`src/dwm_pkg.sv`:
```
package dwm_pkg;
  // ------------------------------------------------------------------
  // register offsets (byte addresses, one aligned word each)
  // ------------------------------------------------------------------
  localparam logic [7:0] OFS_CTRL      = 8'h00;
  localparam logic [7:0] OFS_STATUS    = 8'h04;
  localparam logic [7:0] OFS_POS_ON    = 8'h08;
  localparam logic [7:0] OFS_POS_OFF   = 8'h0c;
  localparam logic [7:0] OFS_TEMP      = 8'h10;
  localparam logic [7:0] OFS_OVOLT     = 8'h14;
  localparam logic [7:0] OFS_UVOLT     = 8'h18;
  localparam logic [7:0] OFS_OVLD_TIME = 8'h1c;
  localparam logic [7:0] OFS_SPEED     = 8'h20;
  localparam logic [7:0] OFS_RESOL     = 8'h24;
  localparam logic [7:0] OFS_HIST_CMD  = 8'h28;
  localparam logic [7:0] OFS_HIST_DATA = 8'h2c;
  localparam logic [7:0] OFS_IRQ_STAT  = 8'h30;
  localparam logic [7:0] OFS_IRQ_EN    = 8'h34;
  localparam logic [7:0] OFS_IRQ_CLR   = 8'h38;
  // ------------------------------------------------------------------
  // control fields
  // ------------------------------------------------------------------
  localparam int CTRL_AUTO_RET  = 0;
  localparam int CTRL_ABS_BACK  = 1;
  localparam int CTRL_BRAKE_FIT = 2;
  localparam int HCMD_CLEAR     = 8;
  // ------------------------------------------------------------------
  // warning and alarm codes
  // ------------------------------------------------------------------
  localparam logic [7:0] WCODE_POS_ON  = 8'h10;
  localparam logic [7:0] WCODE_POS_OFF = 8'h12;
  localparam logic [7:0] WCODE_HEAT    = 8'h21;
  localparam logic [7:0] WCODE_OVOLT   = 8'h22;
  localparam logic [7:0] WCODE_UVOLT   = 8'h25;
  localparam logic [7:0] WCODE_OVLD    = 8'h30;
  localparam logic [7:0] WCODE_SPEED   = 8'h31;
  localparam logic [7:0] WCODE_BATT    = 8'h48;
  localparam int         NUM_WARN      = 8;
  localparam int         HIST_DEPTH    = 10;
  localparam logic [15:0] RESOL_MIN    = 16'd100;
  localparam logic [15:0] RESOL_MAX    = 16'd10000;
  // ------------------------------------------------------------------
  // reset values
  // ------------------------------------------------------------------
  localparam logic [31:0] RST_THRESH   = 32'hffff_ffff;
  localparam logic [31:0] RST_LOW      = 32'h0000_0000;
  localparam logic [15:0] RST_RESOL    = 16'd1000;
  localparam logic [2:0]  RST_CTRL     = 3'h0;
endpackage

```
`src/dwm_sync.sv`:
```
module dwm_sync import dwm_pkg::*; #(
  parameter int W = 1
) (
  input  wire logic         pclk,    // clock
  input  wire logic         presetn, // async reset, low
  input  wire logic [W-1:0] async_i, // asynchronous level
  output logic      [W-1:0] sync_o   // synchronised level
);
  logic [W-1:0] meta_q;

  always_ff @(posedge pclk or negedge presetn) begin
    if (!presetn) begin
      meta_q <= '0;
      sync_o <= '0;
    end else begin
      meta_q <= async_i;
      sync_o <= meta_q;
    end
  end
endmodule

```
`src/dwm_hist.sv`:
```
module dwm_hist import dwm_pkg::*; #(
  parameter int DEPTH = HIST_DEPTH
) (
  input  wire logic       pclk,     // clock
  input  wire logic       presetn,  // async reset, low
  input  wire logic       push,     // store new code
  input  wire logic [7:0] code,     // code to store
  input  wire logic       clear,    // empty history
  input  wire logic [3:0] rd_idx,   // 0 = newest
  output logic      [7:0] rd_code,  // entry at rd_idx
  output logic      [4:0] count     // valid entries
);
  logic [7:0] ent_q [DEPTH];
  logic [4:0] cnt_q;

  // ------------------------------------------------------------------
  // shift register, newest at index 0
  // ------------------------------------------------------------------
  genvar g;
  generate
    for (g = 0; g < DEPTH; g++) begin : g_ent
      always_ff @(posedge pclk or negedge presetn) begin
        if (!presetn) begin
          ent_q[g] <= 8'h00;
        end else if (clear) begin
          ent_q[g] <= 8'h00;
        end else if (push) begin
          if (g == 0) ent_q[g] <= code;
          else        ent_q[g] <= ent_q[g-1];
        end
      end
    end
  endgenerate

  // clear wins over push: a code raised in the clearing cycle is dropped
  always_ff @(posedge pclk or negedge presetn) begin
    if (!presetn) cnt_q <= 5'd0;
    else if (clear) cnt_q <= 5'd0;
    else if (push && cnt_q < 5'(DEPTH)) cnt_q <= cnt_q + 5'd1;
  end

  assign count   = cnt_q;
  assign rd_code = (32'(rd_idx) < DEPTH && 5'(rd_idx) < cnt_q) ? ent_q[rd_idx] : 8'h00;
endmodule

```
`src/dwm_top.sv`:
```
module dwm_top import dwm_pkg::*; (
  input  wire logic        pclk,             // 40 MHz clock
  input  wire logic        presetn,          // async reset, low
  input  wire logic        psel,             // apb select
  input  wire logic        penable,          // apb enable
  input  wire logic        pwrite,           // apb write
  input  wire logic [7:0]  paddr,            // apb byte address
  input  wire logic [31:0] pwdata,           // apb write data
  output logic      [31:0] prdata,           // apb read data
  output logic             pready,           // apb ready
  output logic             pslverr,          // apb error
  input  wire logic [31:0] pos_dev,          // position deviation magnitude
  input  wire logic        current_on,       // motor current on
  input  wire logic [31:0] drive_temp,       // internal temperature
  input  wire logic [31:0] supply_volt,      // supply voltage
  input  wire logic        peak_overload,    // load above peak torque
  input  wire logic [31:0] shaft_speed,      // output shaft speed
  input  wire logic        battery_present,  // backup battery pin
  input  wire logic        alarm_clear_in,   // alarm reset pin
  input  wire logic        link_rate_valid,  // rate switch in range pin
  input  wire logic        exc_alarm_in,     // resettable excitation alarm
  input  wire logic        nexc_alarm_in,    // resettable non-excitation alarm
  output logic             warning_out,      // warning active
  output logic             alarm_out,        // any alarm active
  output logic             motor_current_en, // motor current allowed
  output logic             brake_engage,     // brake hold
  output logic             irq               // interrupt level
);
  // ------------------------------------------------------------------
  // pin synchronisers
  // ------------------------------------------------------------------
  logic [2:0] pins_s;
  dwm_sync #(.W(3)) u_sync (
    .pclk    (pclk),
    .presetn (presetn),
    .async_i ({battery_present, alarm_clear_in, link_rate_valid}),
    .sync_o  (pins_s)
  );
  logic batt_s;
  logic aclr_s;
  logic rate_ok_s;
  assign batt_s    = pins_s[2];
  assign aclr_s    = pins_s[1];
  assign rate_ok_s = pins_s[0];

  // ------------------------------------------------------------------
  // configuration registers
  // ------------------------------------------------------------------
  logic [2:0]  ctrl_q;
  logic [31:0] pos_on_q;
  logic [31:0] pos_off_q;
  logic [31:0] temp_q;
  logic [31:0] ovolt_q;
  logic [31:0] uvolt_q;
  logic [31:0] ovld_q;
  logic [31:0] speed_q;
  logic [15:0] resol_q;
  logic [3:0]  rd_idx_q;
  logic [NUM_WARN-1:0] irq_stat_q;
  logic [NUM_WARN-1:0] irq_en_q;

  // pready is tied high: every register answers in its access cycle
  logic wr_en;
  logic rd_en;
  assign pready  = 1'b1;
  assign wr_en   = psel && penable && pwrite;
  assign rd_en   = psel && !penable && !pwrite;

  logic addr_ok;
  always_comb begin
    unique case (paddr)
      OFS_CTRL,
      OFS_STATUS,
      OFS_POS_ON,
      OFS_POS_OFF,
      OFS_TEMP,
      OFS_OVOLT,
      OFS_UVOLT,
      OFS_OVLD_TIME,
      OFS_SPEED,
      OFS_RESOL,
      OFS_HIST_CMD,
      OFS_HIST_DATA,
      OFS_IRQ_STAT,
      OFS_IRQ_EN,
      OFS_IRQ_CLR: addr_ok = 1'b1;
      default: addr_ok = 1'b0;
    endcase
  end
  assign pslverr = psel && penable && !addr_ok;

  always_ff @(posedge pclk or negedge presetn) begin
    if (!presetn) begin
      ctrl_q    <= RST_CTRL;
      pos_on_q  <= RST_THRESH;
      pos_off_q <= RST_THRESH;
      temp_q    <= RST_THRESH;
      ovolt_q   <= RST_THRESH;
      uvolt_q   <= RST_LOW;
      ovld_q    <= RST_THRESH;
      speed_q   <= RST_THRESH;
      irq_en_q  <= '0;
    end else if (wr_en) begin
      unique case (paddr)
        OFS_CTRL:      ctrl_q    <= pwdata[2:0];
        OFS_POS_ON:    pos_on_q  <= pwdata;
        OFS_POS_OFF:   pos_off_q <= pwdata;
        OFS_TEMP:      temp_q    <= pwdata;
        OFS_OVOLT:     ovolt_q   <= pwdata;
        OFS_UVOLT:     uvolt_q   <= pwdata;
        OFS_OVLD_TIME: ovld_q    <= pwdata;
        OFS_SPEED:     speed_q   <= pwdata;
        OFS_IRQ_EN:    irq_en_q  <= pwdata[NUM_WARN-1:0];
        default: ;
      endcase
    end
  end

  // the gear check watches this value at all times; once tripped, only
  // presetn (a power cycle) lets a corrected setting run the motor again
  always_ff @(posedge pclk or negedge presetn) begin
    if (!presetn) resol_q <= RST_RESOL;
    else if (wr_en && paddr == OFS_RESOL) resol_q <= pwdata[15:0];
  end

  // ------------------------------------------------------------------
  // warning detection
  // ------------------------------------------------------------------
  // saturates, so a load held for ages still reads as overloaded
  logic [31:0] ovld_cnt_q;
  always_ff @(posedge pclk or negedge presetn) begin
    if (!presetn) ovld_cnt_q <= 32'd0;
    else if (!peak_overload) ovld_cnt_q <= 32'd0;
    else if (ovld_cnt_q != 32'hffff_ffff) ovld_cnt_q <= ovld_cnt_q + 32'd1;
  end

  logic [NUM_WARN-1:0] cause;
  assign cause[0] = current_on && pos_dev > pos_on_q;
  assign cause[1] = !current_on && ctrl_q[CTRL_AUTO_RET] && pos_dev > pos_off_q;
  assign cause[2] = drive_temp > temp_q;
  assign cause[3] = supply_volt > ovolt_q;
  assign cause[4] = supply_volt < uvolt_q;
  assign cause[5] = peak_overload && ovld_cnt_q >= ovld_q;
  assign cause[6] = shaft_speed > speed_q;
  assign cause[7] = ctrl_q[CTRL_ABS_BACK] && !batt_s;

  localparam logic [7:0] CODES [NUM_WARN] = '{
    WCODE_POS_ON,
    WCODE_POS_OFF,
    WCODE_HEAT,
    WCODE_OVOLT,
    WCODE_UVOLT,
    WCODE_OVLD,
    WCODE_SPEED,
    WCODE_BATT
  };

  logic [NUM_WARN-1:0] cause_q, rise;
  always_ff @(posedge pclk or negedge presetn) begin
    if (!presetn) cause_q <= '0;
    else cause_q <= cause;
  end
  assign rise = cause & ~cause_q;

  // only the lowest pending cause is logged per cycle; the rest stay
  // pending and log one per later cycle, lowest first
  logic [NUM_WARN-1:0] pend_q;
  logic [NUM_WARN-1:0] pend_all;
  logic                push;
  logic [7:0]          push_code;
  logic [NUM_WARN-1:0] push_sel;
  assign pend_all = pend_q | rise;
  always_comb begin
    push      = 1'b0;
    push_code = 8'h00;
    push_sel  = '0;
    for (int i = NUM_WARN - 1; i >= 0; i--) begin
      if (pend_all[i]) begin
        push      = 1'b1;
        push_code = CODES[i];
        push_sel  = NUM_WARN'(1) << i;
      end
    end
  end

  always_ff @(posedge pclk or negedge presetn) begin
    if (!presetn) pend_q <= '0;
    else pend_q <= pend_all & ~push_sel;
  end

  always_ff @(posedge pclk or negedge presetn) begin
    if (!presetn) warning_out <= 1'b0;
    else warning_out <= |cause;
  end

  // ------------------------------------------------------------------
  // history
  // ------------------------------------------------------------------
  logic       hist_clear;
  logic [7:0] hist_code;
  logic [4:0] hist_cnt;
  // a clear write also loads the read index from pwdata[3:0]; zero there restarts reads at newest
  assign hist_clear = wr_en && paddr == OFS_HIST_CMD && pwdata[HCMD_CLEAR];
  dwm_hist #(.DEPTH(HIST_DEPTH)) u_hist (
    .pclk    (pclk),
    .presetn (presetn),
    .push    (push),
    .code    (push_code),
    .clear   (hist_clear),
    .rd_idx  (rd_idx_q),
    .rd_code (hist_code),
    .count   (hist_cnt)
  );
  always_ff @(posedge pclk or negedge presetn) begin
    if (!presetn) rd_idx_q <= 4'd0;
    else if (wr_en && paddr == OFS_HIST_CMD) rd_idx_q <= pwdata[3:0];
  end

  // ------------------------------------------------------------------
  // alarms
  // ------------------------------------------------------------------
  logic gear_alm_q;
  logic rate_alm_q;
  logic exc_alm_q;
  logic nexc_alm_q;
  logic aclr_d1_q;
  logic aclr_fall;

  // the edge register idles low like the pin, so no false edge follows reset
  always_ff @(posedge pclk or negedge presetn) begin
    if (!presetn) aclr_d1_q <= 1'b0;
    else aclr_d1_q <= aclr_s;
  end
  assign aclr_fall = aclr_d1_q && !aclr_s;

  always_ff @(posedge pclk or negedge presetn) begin
    if (!presetn) gear_alm_q <= 1'b0;
    else if (resol_q < RESOL_MIN || resol_q > RESOL_MAX)
      gear_alm_q <= 1'b1;
  end

  // rate switch is caught a few cycles after release, once synchronised
  logic [1:0] rate_wait_q;
  always_ff @(posedge pclk or negedge presetn) begin
    if (!presetn) rate_wait_q <= 2'd0;
    else if (rate_wait_q != 2'd3) rate_wait_q <= rate_wait_q + 2'd1;
  end

  always_ff @(posedge pclk or negedge presetn) begin
    if (!presetn) rate_alm_q <= 1'b0;
    else if (rate_wait_q == 2'd2 && !rate_ok_s) rate_alm_q <= 1'b1;
  end

  // set wins over the clearing edge
  always_ff @(posedge pclk or negedge presetn) begin
    if (!presetn) begin
      exc_alm_q  <= 1'b0;
      nexc_alm_q <= 1'b0;
    end else begin
      if (exc_alarm_in) exc_alm_q <= 1'b1;
      else if (aclr_fall) exc_alm_q <= 1'b0;
      if (nexc_alarm_in) nexc_alm_q <= 1'b1;
      else if (aclr_fall) nexc_alm_q <= 1'b0;
    end
  end

  logic nexc_any;
  assign nexc_any = gear_alm_q || rate_alm_q || nexc_alm_q;
  always_ff @(posedge pclk or negedge presetn) begin
    if (!presetn) begin
      alarm_out        <= 1'b0;
      motor_current_en <= 1'b0;
      brake_engage     <= 1'b0;
    end else begin
      alarm_out        <= nexc_any || exc_alm_q;
      motor_current_en <= !nexc_any;
      brake_engage     <= nexc_any && ctrl_q[CTRL_BRAKE_FIT];
    end
  end

  // ------------------------------------------------------------------
  // interrupts: write-one-to-clear, a new edge wins over the clear
  // ------------------------------------------------------------------
  logic [NUM_WARN-1:0] irq_clr;
  assign irq_clr = (wr_en && paddr == OFS_IRQ_CLR) ? pwdata[NUM_WARN-1:0] : '0;
  always_ff @(posedge pclk or negedge presetn) begin
    if (!presetn) irq_stat_q <= '0;
    else irq_stat_q <= rise | (irq_stat_q & ~irq_clr);
  end

  always_ff @(posedge pclk or negedge presetn) begin
    if (!presetn) irq <= 1'b0;
    else irq <= |(irq_stat_q & irq_en_q);
  end

  // ------------------------------------------------------------------
  // read data, registered in the setup cycle
  // ------------------------------------------------------------------
  logic [31:0] rd_d;
  always_comb begin
    rd_d = 32'h0;
    unique case (paddr)
      OFS_CTRL:      rd_d = {29'h0, ctrl_q};
      OFS_STATUS:    rd_d = {16'h0, NUM_WARN'(cause), 3'h0, hist_cnt[4:0] & 5'h1f} |
                            {28'h0, gear_alm_q, rate_alm_q, exc_alm_q, nexc_alm_q} << 24;
      OFS_POS_ON:    rd_d = pos_on_q;
      OFS_POS_OFF:   rd_d = pos_off_q;
      OFS_TEMP:      rd_d = temp_q;
      OFS_OVOLT:     rd_d = ovolt_q;
      OFS_UVOLT:     rd_d = uvolt_q;
      OFS_OVLD_TIME: rd_d = ovld_q;
      OFS_SPEED:     rd_d = speed_q;
      OFS_RESOL:     rd_d = {16'h0, resol_q};
      OFS_HIST_CMD:  rd_d = {28'h0, rd_idx_q};
      OFS_HIST_DATA: rd_d = {24'h0, hist_code};
      OFS_IRQ_STAT:  rd_d = {24'h0, irq_stat_q};
      OFS_IRQ_EN:    rd_d = {24'h0, irq_en_q};
      default:       rd_d = 32'h0;
    endcase
  end

  always_ff @(posedge pclk or negedge presetn) begin
    if (!presetn) prdata <= 32'h0;
    else if (rd_en) prdata <= rd_d;
  end
endmodule

```
`config.mk`:
```
export PLATFORM = sky130hd
export DESIGN_NAME = dwm_top
export DESIGN_NICKNAME = d
export VERILOG_FILES = /design/src/dwm_pkg.sv /design/src/dwm_sync.sv /design/src/dwm_hist.sv /design/src/dwm_top.sv
export SDC_FILE = /design/constraint.sdc
export NUM_CORES = 1
export LEC_CHECK = 0
export BUFFER_PORTS_ARGS = -buffer_cell sky130_fd_sc_hd__buf_2
export CAP_MARGIN = 40
export CORE_MARGIN = 10
export CORE_UTILIZATION = 41
export DETAILED_ROUTE_END_ITERATION = 10
export GPL_TIMING_DRIVEN = 0
export SYNTH_ARGS = -nofsm -noshare
export SYNTH_HDL_FRONTEND = slang
export SYNTH_SLANG_ARGS = --single-unit
```
`constraint.sdc`:
```
create_clock -name pclk -period 7.15 [get_ports pclk]
set_input_delay 0.715 -clock pclk [delete_from_list [all_inputs] [get_ports pclk]]
set_output_delay 0.715 -clock pclk [all_outputs]
set_load 0.01 [all_outputs]
```
==> metrics.md <==
| Metric | Value |
|---|---|
| Status | `finished clean` |
| FF-to-FF End | `u_hist.count[1]$_DFFE_PN0P_` |
| Initial antenna violation count | `3` |
| Net Sw Power | `between 1.5 and 2 mW` |
| Clk root buf | `clkbuf_16` |
| Top area cells in the synthesized netlist | `dfrtp_1, dfstp_2, mux2_2` |
| Worst-Skew Late Latency | `roughly 610 ps` |
| Max frequency | `232 MHz` |
| GR Util met2 | `0.392` |
| DP HPWL | `approximately 69 mm` |
| Worst reg2reg path startpoint | `pos_on_q[14]$_DFFE_PN1P_` |
| Slew @ Worst Pin | `around 970 ps` |
| DRC viols | `0` |
| Buffers on Ports | `around 210` |
| Minimum clock period | `about 4300 ps` |
| DRT Wirelength | `around 90 mm` |
| CP endpoint kind | `register` |
| Final worst path period share | `0.603` |
| Crit path DAT | `between 4000 and 5000 ps` |
| Sw Ratio | `0.264` |
| Post-cts resize count | `0` |
| Global-route wire length before repair | `131 mm` |
| Vias in the first global route | `20600` |
| Max Cap Viol | `0` |
| GR peak layer | `met2` |
| CTS clk-pin slew, worst paths | `approximately 60 ps` |
| Critical Path Source | `pos_on_q[14]$_DFFE_PN1P_` |
| Met3 Use GR | `0.0415` |
| Share of layout cells above drive strength 1 | `0.319` |
| Logic pwr share | `0.115` |
| R2R cell count | `13` |
| CP Data Required Time | `~7700 ps` |
| Post-synth EDFFs | `0` |
| Top cell type's share of synthesized area | `0.232` |
| Placed Area | `roughly 0.027 mm2` |
| Post-CTS Hold Fix Bufs | `0` |
| Worst reg-to-reg setup slack | `between 2000 and 3000 ps` |
| IO Count | `~220` |
| Nets@finish | `about 3000` |
| Final max-slew violation count | `0` |
| Synth async-reset ratio | `1.00` |
| Net Count, Synth | `~2600` |
| Via-to-Cell Ratio | `just under 6` |
| DRT Pass-1 Iters | `7` |
| Synth Cell Area | `between 0.02 and 0.025 mm2` |
| LEAKAGE | `12.5 nW` |
| CTS buffer count | `50` |
| Setup bufs post-CTS | `0` |
| Yosys cell types | `70` |
| All-layer global routing usage | `0.246` |
| Area of the die | `0.0698 mm2` |
| CTS H-tree depth | `2` |
| CTS tree | `done` |
| Initial drt markers | `1953` |
| Routed len/inst | `approximately 26 um` |
| Core area | `approximately 0.06 mm2` |
| Number of core rows | `89` |
| Placed cell count | `roughly 3300` |
| Largest net degree at the start of global routing | `between 100 and 150` |
| Hold WC Path Type | `input port to asynchronous set/reset pin` |
| Final Setup Violations | `0` |
| Clock buffer depth | `3` |
| Cell Int Power | `roughly 4.4 mW` |
| Clock Power Share | `0.439` |
| Worst Path Class, Setup | `register to register` |
| Cell Pwr Density | `roughly 210 mW/mm2` |
| Synthesized instance count | `2234` |
| Met1 GRT Util | `0.324` |
| Via count | `a little under 20000` |
| RSZ-0062 raised after global routing | `false` |
| Final cell count without fillers | `approximately 3400` |
| Seq/Total Area, Yosys | `0.445` |
| Synth Flop Type | `dfrtp_1` |
| Min Hold Slack | `between 30 and 40 ps` |
| Reg power frac | `0.446` |
| Final count of hold timing violations | `0` |
| Clock skew | `30.5 ps` |
| CP Launch Type | `register` |
| Die H | `264 um` |
| Max VDD drop | `between 0.15 and 0.2 mV` |
| Area leader, netlist | `dfrtp_1` |
| Starting Density | `0.415` |
| Slew HR | `0.351` |
| Synthesis Warnings | `0` |
| Clock sink count | `about 430` |
| Largest fanout on the critical path | `10` |
| P&R area growth vs syn | `17.2%` |
| Post-route cell area | `around 0.029 mm2` |
| Grt ovf | `0` |
| Post-route ant nets | `0` |
| Post-synthesis area per instance | `11.0 um2` |
| Chip Width | `about 260 um` |
| GP Congestion | `~0.97` |
| Post-synthesis register bit count | `425` |
==> registers in the layout (all words and copies together), names as in the netlist, 4 cells and up <==
register,flops
cause_q,8
irq_en_q,8
irq_stat_q,8
ovld_cnt_q,32
ovld_q,32
ovolt_q,32
pend_q,7
pos_off_q,32
pos_on_q,32
prdata,32
rd_idx_q,4
resol_q,16
speed_q,32
temp_q,32
u_hist.count,5
u_hist.ent_q,60
uvolt_q,32
==> worst max path at each step <==
stage	to	slack, ps
2_1_floorplan	u_hist.ent_q[10]$_DFFE_PN0P_	3860
3_3_place_gp	uvolt_q[6]$_DFFE_PN0P_	-3160
3_5_place_dp	u_hist.ent_q[56]$_DFFE_PN0P_	2590
4_1_cts	u_hist.ent_q[56]$_DFFE_PN0P_	2830
5_1_grt	u_hist.ent_q[59]$_DFFE_PN0P_	2690
6_report	u_hist.count[1]$_DFFE_PN0P_	2840
==> metrics by stage <==
step	setup slack, ps	utilization	setup TNS, ps	power (mW)
finish	2840	0.486	0	6.02
CTS	2830	0.485	0	6.07
global route	2690	0.486	0	6.27
global placement	-3160	0.449	-769150	3.37
detailed placement	2590	0.457	0	3.41
floorplan	3860	-	0	3.08
==> per-layer routing <==
layer,share of wire,vias to the layer above
met5,0.00015,-
met4,0.045,2
met3,0.081,197
met2,0.46,922
met1,0.41,10000
li1,-,8763
==> cell families after synthesis <==
logic type | Yosys count | share of synthesized area
other | 1 | 0.000153
DFF | 425 | 0.445
AOI/OAI and AO/OA | 420 | 0.122
xor gates and xnor gates | 28 | 0.0100
and+or+nand+nor | 474 | 0.0964
adders and majority gates | 230 | 0.118
muxes | 329 | 0.154
buffers and inverters | 327 | 0.0550
==> cell usage in the layout, fill, tap and decap left out, types with 10 or more instances in the layout <==
cell	count
mux2_2	261
inv_1	241
ha_1	230
dfrtp_1	227
buf_2	214
dfstp_2	198
nor2_1	136
a21oi_1	98
nand2_1	97
nand4_1	71
a22oi_1	67
clkbuf_1	60
nand3_1	56
mux2i_1	56
a22o_1	55
clkbuf_16	51
o21ai_0	47
a221oi_1	38
buf_1	30
a21o_1	25
xor2_1	19
nand2b_1	18
nor3_1	17
a222oi_1	17
o211ai_1	16
buf_6	16
and3_1	15
mux4_2	12
clkbuf_8	12
nor2b_1	11
and2_1	10
clkinv_2	10
==> area by class of cell <==
class	instances	area, um2
diodes	1	2.50
plain buffers	86	440
clock buffers	75	1490
clock inverters	17	195
fillers	5440	30400
inverters	241	905
multi-input cells	1482	12200
flip-flops and latches	425	10900
well taps	773	967
repair buffers	250	1550
==> power by group through the flow <==
stage / Sequential [mW] / Clock [mW] / Combinational (mW)
CTS: 2.69 / 2.69 / 0.696
detailed placement: 2.72 / 0 / 0.690
floorplan: 2.67 / 0 / 0.412
finish: 2.69 / 2.64 / 0.693
global route: 2.71 / 2.79 / 0.778
global placement: 2.72 / 0 / 0.655
==> cells in the mapped netlist (all sizes together) (7+ instances only) <==
cell	count
clkbuf	48
a22oi	67
mux4	12
o211ai	16
xnor2	9
nand3	56
nor2	137
mux2i	56
buf	38
nor4	8
a21o	25
a2111oi	7
a222oi	17
xor2	19
o21ai	51
dfstp	198
and4	8
a221oi	38
nand4	73
nor2b	11
ha	230
and2	10
inv	241
a22o	55
nand2b	18
a211oi	9
and3	15
nand2	97
a21oi	99
nor3	17
dfrtp	227
mux2	261
==> critical path: stages (launching register included) <==
cell and delay [ps]:
dfstp_2 560, inv_1 50, ha_1 280, and3_1 210
nand4_1 340, a211oi_1 700, nor4_1 140, buf_2 200
o22ai_1 650, a211oi_2 170, and4_4 250, buf_12 150
or3b_1 390, a21oi_2 130
Note: power is estimated with default switching activity, not from simulation.
